<file path="src/rtl/hpp_pkg.sv">
/*
 Constants for the host parallel slave port: status byte layout,
 bus widths, fast-mode ready timing and internal bus handshake states.
 Assumes a single 250 MHz system clock.
*/
package hpp_pkg;
    localparam int HPP_CLK_PERIOD_PS = 4000;
    localparam int HPP_RDY_LOW_MIN_NS = 15;
    localparam int HPP_RDY_LOW_CYC = (HPP_RDY_LOW_MIN_NS * 1000 + HPP_CLK_PERIOD_PS - 1) / HPP_CLK_PERIOD_PS;
    localparam int HPP_STAT_VACANT_BIT = 7;
    localparam int HPP_STAT_FULL_BIT = 6;
    localparam int HPP_TAG_W = 4;
    localparam int HPP_MBOX_W = 8;
    localparam int HPP_FAST_W = 16;
    localparam int HPP_SYNC_W = 3;
    localparam logic [1:0] HPP_UNUSED_BITS = 2'h0;
    typedef enum logic [1:0]
    {
        HPP_FAST_IDLE = 2'b00,
        HPP_FAST_BUSY = 2'b01,
        HPP_FAST_HOLD = 2'b10
    } hpp_fast_state_t;
endpackage

</file>
<file path="src/rtl/hpp_host_port.sv">
/*
 Host parallel slave port: byte mailbox (mode 0) and fast internal bus
 access (mode 1). Host strobes are asynchronous and are synchronised
 through three flops; a change counts when the second and third agree.
 Assumes the control CPU drains the inbound byte and the internal bus
 answers each request with an acknowledge.
*/
// Contract
// - Firmware can be downloaded by the host through this port at power-up.
// - Mode select low gives mailbox mode; register select picks data or status.
// - Mailbox mode moves bytes over an 8-bit bidirectional data bus.
// - Status byte is driven when mode low, select high, read and chip select low.
// - Status: bit 7 outbound vacant, bit 6 inbound full, bits 5-4 zero, tag low nibble.
// - Outbound vacant is always the inverse of the host attention output.
// - Host data read sets vacant; attention drops at the read strobe rising edge.
// - Host must not write while inbound full; clearing it signals readiness.
// - Inbound full holds while the CPU FIFO full bit is set.
// - Inbound full holds until the previous host byte reached the CPU FIFO.
// - Mode select high gives fast mode; register select is ignored.
// - Fast mode supports an 8-bit or 16-bit data bus.
// - Fast mode reads and writes internal bus targets, single or burst by firmware.
// - After each fast read strobe rise, ready goes low at least 15 ns.
// - After each fast write strobe rise, ready goes low at least 15 ns.
module hpp_host_port
    import hpp_pkg::*;
#(
    parameter int ADDR_W = 24
)
(
    input wire logic clk,
    input wire logic sys_rst,
    input wire logic host_select_n,
    input wire logic port_mode_select_line,
    input wire logic register_select_line,
    input wire logic host_read_strobe_n,
    input wire logic host_write_strobe_n,
    input wire logic [HPP_FAST_W-1:0] host_data_bus_in,
    output logic [HPP_FAST_W-1:0] host_data_bus_out,
    output logic host_data_bus_oe_n,
    output logic host_attention_out,
    output logic transfer_ready_out,
    input wire logic wide_bus_enable,
    input wire logic burst_enable,
    input wire logic [ADDR_W-1:0] burst_base_addr,
    input wire logic [HPP_TAG_W-1:0] stream_tag,
    input wire logic outbound_load,
    input wire logic [HPP_MBOX_W-1:0] outbound_byte,
    input wire logic cpu_fifo_full_bit,
    input wire logic cpu_take,
    output logic inbound_valid,
    output logic [HPP_MBOX_W-1:0] inbound_byte,
    output logic inbound_is_control,
    output logic abus_req,
    output logic abus_write,
    output logic [ADDR_W-1:0] abus_addr,
    output logic [HPP_FAST_W-1:0] abus_wdata,
    input wire logic abus_ack,
    input wire logic [HPP_FAST_W-1:0] abus_rdata
);
    logic [HPP_SYNC_W-1:0] cs_sync_reg, rd_sync_reg, wr_sync_reg, a1_sync_reg, a0_sync_reg;
    logic cs_reg, rd_reg, wr_reg, a1_reg, a0_reg;
    logic [HPP_MBOX_W-1:0] out_byte_reg;
    logic [HPP_FAST_W-1:0] read_word_reg;
    logic [HPP_FAST_W-1:0] wdata_reg;
    logic inbound_full_reg;
    logic rd_rise, wr_rise, sel_mbox, sel_fast;
    logic [7:0] ready_cnt_reg;
    hpp_fast_state_t fast_state_reg;
    logic fast_pending_reg, fast_is_write_reg;
    logic [HPP_MBOX_W-1:0] status_byte;

    // Three-flop synchronisers for host pins
    always_ff @(posedge clk or posedge sys_rst)
    begin
        if (sys_rst)
        begin
            cs_sync_reg <= '1;
            rd_sync_reg <= '1;
            wr_sync_reg <= '1;
            a1_sync_reg <= '0;
            a0_sync_reg <= '0;
        end
        else
        begin
            cs_sync_reg <= {cs_sync_reg[1:0], host_select_n};
            rd_sync_reg <= {rd_sync_reg[1:0], host_read_strobe_n};
            wr_sync_reg <= {wr_sync_reg[1:0], host_write_strobe_n};
            a1_sync_reg <= {a1_sync_reg[1:0], port_mode_select_line};
            a0_sync_reg <= {a0_sync_reg[1:0], register_select_line};
        end
    end

    // Filtered levels change only when stages two and three agree
    always_ff @(posedge clk or posedge sys_rst)
    begin
        if (sys_rst)
        begin
            cs_reg <= 1'b1;
            rd_reg <= 1'b1;
            wr_reg <= 1'b1;
            a1_reg <= 1'b0;
            a0_reg <= 1'b0;
        end
        else
        begin
            if (cs_sync_reg[1] == cs_sync_reg[2]) cs_reg <= cs_sync_reg[2];
            if (rd_sync_reg[1] == rd_sync_reg[2]) rd_reg <= rd_sync_reg[2];
            if (wr_sync_reg[1] == wr_sync_reg[2]) wr_reg <= wr_sync_reg[2];
            if (a1_sync_reg[1] == a1_sync_reg[2]) a1_reg <= a1_sync_reg[2];
            if (a0_sync_reg[1] == a0_sync_reg[2]) a0_reg <= a0_sync_reg[2];
        end
    end

    // Strobe edges qualified by chip select only; mode decoded separately
    assign rd_rise = !rd_reg && (rd_sync_reg[1] == rd_sync_reg[2]) && rd_sync_reg[2] && !cs_reg;
    assign wr_rise = !wr_reg && (wr_sync_reg[1] == wr_sync_reg[2]) && wr_sync_reg[2] && !cs_reg;
    assign sel_mbox = !a1_reg;
    assign sel_fast = a1_reg;

    // Status byte layout
    always_comb
    begin
        status_byte = '0;
        status_byte[HPP_STAT_VACANT_BIT] = !host_attention_out;
        status_byte[HPP_STAT_FULL_BIT] = inbound_full_reg;
        status_byte[HPP_STAT_FULL_BIT-1 -: 2] = HPP_UNUSED_BITS;
        status_byte[HPP_TAG_W-1:0] = stream_tag;
    end

    // Outbound mailbox: firmware loads, host data read empties at strobe rise
    always_ff @(posedge clk or posedge sys_rst)
    begin
        if (sys_rst)
        begin
            host_attention_out <= 1'b0;
            out_byte_reg <= '0;
        end
        else if (outbound_load)
        begin
            host_attention_out <= 1'b1; // Load wins over a simultaneous read
            out_byte_reg <= outbound_byte;
        end
        else if (rd_rise && sel_mbox && !a0_reg)
            host_attention_out <= 1'b0;
    end

    // Inbound mailbox: host byte held until the CPU takes it
    always_ff @(posedge clk or posedge sys_rst)
    begin
        if (sys_rst)
        begin
            inbound_valid <= 1'b0;
            inbound_byte <= '0;
            inbound_is_control <= 1'b0;
        end
        else if (wr_rise && sel_mbox && !inbound_full_reg)
        begin
            inbound_valid <= 1'b1;
            inbound_byte <= host_data_bus_in[HPP_MBOX_W-1:0];
            inbound_is_control <= a0_reg;
        end
        else if (cpu_take)
            inbound_valid <= 1'b0;
    end

    // Inbound full while a byte waits or the CPU FIFO is full
    always_ff @(posedge clk or posedge sys_rst)
    begin
        if (sys_rst)
            inbound_full_reg <= 1'b1;
        else
            inbound_full_reg <= cpu_fifo_full_bit || (inbound_valid && !cpu_take) ||
                (wr_rise && sel_mbox);
    end

    // Fast mode: internal bus transaction per strobe
    always_ff @(posedge clk or posedge sys_rst)
    begin
        if (sys_rst)
        begin
            fast_state_reg <= HPP_FAST_IDLE;
            abus_req <= 1'b0;
            abus_write <= 1'b0;
            abus_addr <= '0;
            abus_wdata <= '0;
            read_word_reg <= '0;
            fast_pending_reg <= 1'b0;
            fast_is_write_reg <= 1'b0;
        end
        else
        begin
            case (fast_state_reg)
                HPP_FAST_IDLE:
                begin
                    if (sel_fast && (rd_rise || wr_rise))
                    begin
                        fast_state_reg <= HPP_FAST_BUSY;
                        abus_req <= 1'b1;
                        abus_write <= wr_rise;
                        abus_wdata <= wide_bus_enable ? wdata_reg :
                            {{(HPP_FAST_W-HPP_MBOX_W){1'b0}}, wdata_reg[HPP_MBOX_W-1:0]};
                        if (!burst_enable || !fast_pending_reg)
                            abus_addr <= burst_base_addr;
                        fast_pending_reg <= 1'b1;
                        fast_is_write_reg <= wr_rise;
                    end
                end
                HPP_FAST_BUSY:
                begin
                    if (abus_ack)
                    begin
                        abus_req <= 1'b0;
                        fast_state_reg <= HPP_FAST_HOLD;
                        if (!fast_is_write_reg)
                            read_word_reg <= abus_rdata;
                        if (burst_enable)
                            abus_addr <= abus_addr + ADDR_W'(1);
                    end
                end
                HPP_FAST_HOLD:
                    fast_state_reg <= HPP_FAST_IDLE;
                default:
                    fast_state_reg <= HPP_FAST_IDLE;
            endcase
            if (!burst_enable)
                fast_pending_reg <= 1'b0;
        end
    end

    // Capture write data while write strobe is low
    always_ff @(posedge clk or posedge sys_rst)
    begin
        if (sys_rst)
            wdata_reg <= '0;
        else if (!wr_reg)
            wdata_reg <= host_data_bus_in;
    end

    // Ready low from strobe rise until internal transfer and minimum width are done
    always_ff @(posedge clk or posedge sys_rst)
    begin
        if (sys_rst)
        begin
            transfer_ready_out <= 1'b1;
            ready_cnt_reg <= '0;
        end
        else if (fast_state_reg == HPP_FAST_IDLE && sel_fast && (rd_rise || wr_rise))
        begin
            transfer_ready_out <= 1'b0;
            ready_cnt_reg <= 8'(HPP_RDY_LOW_CYC - 1);
        end
        else if (ready_cnt_reg != 8'h00)
            ready_cnt_reg <= ready_cnt_reg - 8'h01;
        else if (fast_state_reg == HPP_FAST_IDLE)
            transfer_ready_out <= 1'b1;
    end

    // Read data driver: bus enabled while selected read strobe is low
    always_ff @(posedge clk or posedge sys_rst)
    begin
        if (sys_rst)
        begin
            host_data_bus_oe_n <= 1'b1;
            host_data_bus_out <= '0;
        end
        else
        begin
            host_data_bus_oe_n <= !(!rd_reg && !cs_reg) || rd_rise;
            if (sel_fast)
                host_data_bus_out <= wide_bus_enable ? read_word_reg :
                    {{(HPP_FAST_W-HPP_MBOX_W){1'b0}}, read_word_reg[HPP_MBOX_W-1:0]};
            else if (a0_reg)
                host_data_bus_out <= {{(HPP_FAST_W-HPP_MBOX_W){1'b0}}, status_byte};
            else
                host_data_bus_out <= {{(HPP_FAST_W-HPP_MBOX_W){1'b0}}, out_byte_reg};
        end
    end
endmodule // hpp_host_port

</file>
<file path="config.mk">
export PLATFORM = sky130hd
export DESIGN_NAME = hpp_host_port
export DESIGN_NICKNAME = d
export VERILOG_FILES = /design/src/rtl/hpp_pkg.sv /design/src/rtl/hpp_host_port.sv
export SDC_FILE = /design/constraint.sdc
export NUM_CORES = 1
export LEC_CHECK = 0
export BUFFER_PORTS_ARGS = -buffer_cell sky130_fd_sc_hd__buf_4
export CAP_MARGIN = 20
export CELL_PAD_IN_SITES_DETAIL_PLACEMENT = 1
export CELL_PAD_IN_SITES_GLOBAL_PLACEMENT = 1
export CORE_MARGIN = 5
export CORE_UTILIZATION = 40
export DETAILED_ROUTE_END_ITERATION = 10
export GPL_TIMING_DRIVEN = 1
export PLACE_DENSITY_LB_ADDON = 0.1
export SLEW_MARGIN = 40
export SYNTH_ARGS = -nofsm -noshare
export SYNTH_HDL_FRONTEND = slang
export SYNTH_SLANG_ARGS = --single-unit
</file>
<file path="constraint.sdc">
create_clock -name clk -period 5.7 [get_ports clk]
set_input_delay 0 -clock clk [delete_from_list [all_inputs] [get_ports clk]]
set_output_delay 0 -clock clk [all_outputs]
set_load 0.01 [all_outputs]
</file>
Word-level counts from Yosys, hierarchy flattened. Cells that the tools add are included.

Add/sub/neg operators: 2. Shift operators: 0. Bitwise gates (word level): 1. Mux-type cells: 26. Reductions and logical operators: 45. Order comparisons: 0. Multipliers: 0. Equality and inequality tests: 13. Div/mod/pow operators: 0.

Operator list (count): $mux 24 (4); $mux 16 (3); $pmux 24 s2 (1); $add 24x1->24 const B (1); $mux 8 (3); $logic_and 1x1->1 (15); $logic_not 1->1 (11); $mux 1 (11); $ne 2x2->1 const B (5); $reduce_bool 2->1 (5); $reduce_and 2->1 (4); $reduce_bool 8->1 (1); $sub 8x1->8 const B (1); $reduce_and 3->1 (2); $eq 1x1->1 (5); $logic_or 1x1->1 (5); $reduce_and 5->1 (1); $mux 2 (2); $ne 2x1->1 const B (2); $pmux 2 s2 (1); $eq 2x1->1 const B (1); $logic_not 2->1 (1); $pmux 1 s2 (1); $not 1->1 (1).

Word-level logic and storage cells: 115. Input port bits: 81. Latch bits: 0. Output and inout port bits: 71. Bits in writable memories: 0. Memories kept: 0. Bits in read-only memories: 0. Flip-flop bits (word level): 143.

Logic depth before layout (Yosys ltp).
Depth in word-level cells: 9. Depth in mapped cells: 7. Gate-level depth less buffers: 6.

Worst setup path before layout. Ideal clock, no wire load.

Path kind: reg2reg. Start point: register wr_sync_reg[1]. End point: register abus_addr[19]. Period minus slack after synthesis: 1.946 ns. Library setup time: 0.128 ns. Cell stages (with the launch flop): 7. Required time: 5.572 ns. Buffers on the path: 2. Arrival: 1.818 ns. Path slack: 3.754 ns. Cells stage by stage: dfstp_2 > nand4bb_4 > a2111oi_4 > a32o_1 > buf_4 > buf_4 > a21oi_1.

Cells in the longest elaborated chain, start to end: 8.

Ends and longest elaborated chain: start, declared (RTL line hpp_host_port.sv:60) `logic [HPP_SYNC_W-1:0] cs_sync_reg, rd_sync_reg, wr_sync_reg, a1_sync_reg, a0_sync_reg;`; start signal, assigned (RTL line hpp_host_port.sv:87) `wr_sync_reg <= {wr_sync_reg[1:0], host_write_strobe_n};`; $eq 1x1->1 (RTL line hpp_host_port.sv:116) `assign wr_rise = !wr_reg && (wr_sync_reg[1] == wr_sync_reg[2]) && wr_sync_reg[2] && !cs_reg;`; $logic_and 1x1->1 (3 in series) (RTL line hpp_host_port.sv:116); $logic_or 1x1->1 (RTL line hpp_host_port.sv:195) `if (sel_fast && (rd_rise || wr_rise))`; $logic_and 1x1->1 (RTL line hpp_host_port.sv:195); $ne 2x2->1 (no source line); $reduce_and 5->1 (no source line); end signal, assigned (RTL line hpp_host_port.sv:203) `abus_addr <= burst_base_addr;`; end signal, assigned (RTL line hpp_host_port.sv:217) `abus_addr <= abus_addr + ADDR_W'(1);`; end, declared (RTL line hpp_host_port.sv:55) `output logic [ADDR_W-1:0] abus_addr,`.

Every way passes these cells. A chain may end at the register's enable or synchronous reset.

Final worst setup path.
Start point: register wr_reg. End point: register abus_addr[16].

Cells in the longest elaborated chain, start to end: 8.

Ends and longest elaborated chain: start, declared (RTL line hpp_host_port.sv:61) `logic cs_reg, rd_reg, wr_reg, a1_reg, a0_reg;`; start signal, assigned (RTL line hpp_host_port.sv:108) `if (wr_sync_reg[1] == wr_sync_reg[2]) wr_reg <= wr_sync_reg[2];`; $logic_not 1->1; $logic_and 1x1->1 (3 in series) (RTL line hpp_host_port.sv:116); $logic_or 1x1->1 (RTL line hpp_host_port.sv:195); $logic_and 1x1->1 (RTL line hpp_host_port.sv:195); $ne 2x2->1 (no source line); $reduce_and 5->1 (no source line).

Every way passes these cells.

==> metrics.log <==
[metrics] min Tclk post-route: 2570 ps
[metrics] max FFs per register: 24
[metrics] count of flip-flops with a built-in enable after synthesis: 0
[metrics] LEAKAGE: 4.01 nW
[metrics] aggregate global routing overflow: 0
[metrics] total detailed-routing wirelength: 17900 microns
[metrics] share of layout cells above drive strength 1: 34.3%
[metrics] upper clock frequency limit: 389 MHz
[metrics] total setup buffers inserted after CTS: 0
[metrics] leading cell types in the layout, fill and taps excluded: 153 x sky130_fd_sc_hd__buf_4, 127 x sky130_fd_sc_hd__dfrtp_1, 88 x sky130_fd_sc_hd__dlygate4sd3_1
[metrics] outcome: finished clean
[metrics] Post-Route Setup TNS: 0 ps
[metrics] register name with the most flops: abus_addr
[metrics] Final Cycle Share: 45.1%
[metrics] number of register bits inferred by synthesis: 143
[metrics] final net count: 831
[metrics] arrival time at the worst endpoint: 2870 ps
[metrics] RSZ-0062 raised after global routing: no
[metrics] max_slew headroom: 50.5%
[metrics] slack of the worst reg-to-reg path: 3130 ps
[metrics] maximum clock path buffer count: 2
[metrics] max-cap violation count: 0
[metrics] effective utilization at floorplan: 40.8%
[metrics] synthesis warning total: 0
[metrics] pwr/cell area: 432 nW/um^2
[metrics] number of antenna violations at the first check in global routing: 0
[metrics] global-route wire length before repair: 29700 microns
[metrics] R2R depth: 5
[metrics] maximum number of pins on one net before global-route repair: 86
[metrics] number of top-level pins: 152
[metrics] crit path kind: reg -> reg
[metrics] std cell rows: 44
[metrics] Total Die Area: 17300 sq um
[metrics] worst hold stages: 4
[metrics] global routing usage summed across all routing layers: 21.3%
[metrics] GPL Wtd Cong: 0.780
[metrics] Critical Path Fanout Max: 29
[metrics] filler instances: 1510
[metrics] clock transition at the registers of the reported paths: 60 ps
[metrics] remaining antenna violation count after routing: 0
[metrics] worst hold slack across all endpoints: 72.8 ps
[metrics] cell area after technology mapping: 5920 sq um
[metrics] Synth top area share: 54.1%
[metrics] Port Buf Inserts: 151
[metrics] number of unique standard cell types used by synthesis: 55
[metrics] beginning of the worst register-to-register path: wr_reg
[metrics] proportion of synthesized chip area in sequential cells: 60.7%
[metrics] clock sink count: 143
[metrics] highest ir drop seen on vdd: 0.235 mV
[metrics] H-tree lvl count: 4
[metrics] worst clock skew: 12.7 ps
[metrics] routed len/inst: 18.9 microns
[metrics] insertion delay of the later-clocked pin in the worst-skew pair: 420 ps
[metrics] most instantiated flip-flop cell in the synthesis netlist: sky130_fd_sc_hd__dfrtp_1
[metrics] worst hold path endpoint: abus_addr[13]
[metrics] worst endpoint required time: 6000 ps
[metrics] clk root buf: sky130_fd_sc_hd__clkbuf_16
[metrics] total half-perimeter wirelength after legalization and detailed placement: 11000 microns
[metrics] cell type with the highest aggregate area in the netlist: sky130_fd_sc_hd__dfrtp_1
[metrics] hold violation count in the final report: 0
[metrics] CTS tree: done
[metrics] HP Start: burst_base_addr[13]
[metrics] Initial DRC Count: 174
[metrics] async set-or-reset flop fraction in the synthesized netlist: 100%
[metrics] Post-Syn Instances: 511
[metrics] DRC errors left: 0
[metrics] Post-Synthesis Net Count: 595
[metrics] Via-to-Cell Ratio: 5.20
[metrics] ant diodes: 0
[metrics] standard cell core area: 14500 sq um
[metrics] vias in the first global route: 5532
[metrics] number of iterations in the first detailed-routing pass: 4
[metrics] most common cell after layout, fill and taps aside: sky130_fd_sc_hd__buf_4
[metrics] leading cell types by total area after synthesis: sky130_fd_sc_hd__dfrtp_1 54%, sky130_fd_sc_hd__mux2_2 9.7%, sky130_fd_sc_hd__dfstp_2 6.7%
[metrics] crit path launch type: flop
[metrics] # setup viols final: 0
[metrics] Least-Margin Pin Slew: 736 ps
[metrics] Reg-to-Reg End: abus_addr[16]
[metrics] clock buffer count from CTS: 17
[metrics] element type at the critical path end: flop
[metrics] final count of pins violating max slew: 0
[metrics] width of the die: 132 microns
[metrics] height of the die: 132 microns
[metrics] total via count after detailed routing: 4913
[metrics] post-synthesis average cell area: 11.6 sq um
[metrics] Area growth, synth to finish: 46.7%
[metrics] path class of the lowest-slack min-delay path: in -> reg
worst max-delay path by stage:
stage,cells after the start,startpoint,to,slack [ps]
2_1_floorplan,1,sys_rst,a0_reg,1890
3_3_place_gp,5,a1_reg,abus_addr[16],2710
3_5_place_dp,5,a1_reg,abus_addr[16],2870
4_1_cts,5,a1_reg,abus_addr[16],2860
5_1_grt,6,wr_reg,abus_addr[10],2970
6_report,5,wr_reg,abus_addr[16],3130
metal layers:
metal  GRT usage, %  wire, microns  vias up
met4           5.37            170        0
li1               -              -     2273
met5              0              0        -
met2           37.3           9470      119
met3           5.93            668       18
met1           25.9           7580     2503
worst max-delay path, cell delays in order (launching register included):
cell and delay, ps:
sky130_fd_sc_hd__dfstp_2 510, sky130_fd_sc_hd__nand4bb_4 320, sky130_fd_sc_hd__a2111oi_4 380, sky130_fd_sc_hd__buf_4 350, sky130_fd_sc_hd__a32o_2 590, sky130_fd_sc_hd__o2bb2a_1 290
cell type report:
cell class / instances / area, sq um / area share, %
sequential: 143 / 3600 / 41.4
multi-input combinational: 334 / 2200 / 25.3
timing repair buffer: 242 / 2040 / 23.5
clock buffer: 23 / 468 / 5.39
tap: 184 / 230 / 2.65
clock inverter: 9 / 110 / 1.27
inverter: 9 / 38.8 / 0.446
cell families (layout without fill, tap and decap cells):
group                      count (synthesis)  after routing  synth area share (%)
AOI/OAI and AO/OA                         99             99                  10.7
xor gates and xnor gates                   5              5                 0.739
adders and majority gates                  8              8                  1.48
buffers and inverters                     34            283                  2.51
DFF                                      143            143                  60.7
muxes                                     58             58                  10.9
and+or+nand+nor                          164            164                  12.9
report_power, final:
part	internal, mW	switching, mW
clock	0.668	0.431
sequential	1.33	0.287
combinational	0.559	0.482
total	2.56	1.20
what timing repair did:
action,CTS,global route
hold buffers,88,0
endpoints found under the hold margin,161,0
gates resized for setup,0,0
Yosys cell counts, types with 2 or more instances:
library cell and instances:
sky130_fd_sc_hd__a21o_1 2, sky130_fd_sc_hd__a21oi_1 34, sky130_fd_sc_hd__a2bb2oi_1 6, sky130_fd_sc_hd__a31oi_1 3, sky130_fd_sc_hd__and3_1 9, sky130_fd_sc_hd__buf_1 2
sky130_fd_sc_hd__buf_2 2, sky130_fd_sc_hd__buf_4 3, sky130_fd_sc_hd__clkbuf_1 17, sky130_fd_sc_hd__dfrtp_1 128, sky130_fd_sc_hd__dfstp_2 15, sky130_fd_sc_hd__ha_1 3
sky130_fd_sc_hd__inv_1 9, sky130_fd_sc_hd__maj3_1 5, sky130_fd_sc_hd__mux2_2 51, sky130_fd_sc_hd__mux2i_1 7, sky130_fd_sc_hd__nand2_1 80, sky130_fd_sc_hd__nand2b_1 2
sky130_fd_sc_hd__nand3_1 22, sky130_fd_sc_hd__nand4_1 4, sky130_fd_sc_hd__nor2_1 28, sky130_fd_sc_hd__nor3_1 5, sky130_fd_sc_hd__nor4_1 2, sky130_fd_sc_hd__o21ai_0 21
sky130_fd_sc_hd__o21ai_1 7, sky130_fd_sc_hd__o22ai_1 10, sky130_fd_sc_hd__o32ai_1 2, sky130_fd_sc_hd__or3_1 2, sky130_fd_sc_hd__xor2_1 4
stage by stage:
step                      utilization (%)  setup WS [ps]  instance area [sq um]  std cells  power, mW
after floorplan                         -           1890                   5920        511       2.08
after global placement               49.6           2710                   7200        824       2.56
after detailed placement             49.7           2870                   7220        824       2.61
after CTS                            59.7           2860                   8680        944       3.78
after global routing                 59.8           2970                   8690        944       3.98
final                                59.8           3130                   8690        944       3.76
No activity file was read; power rests on OpenSTA's default activity.
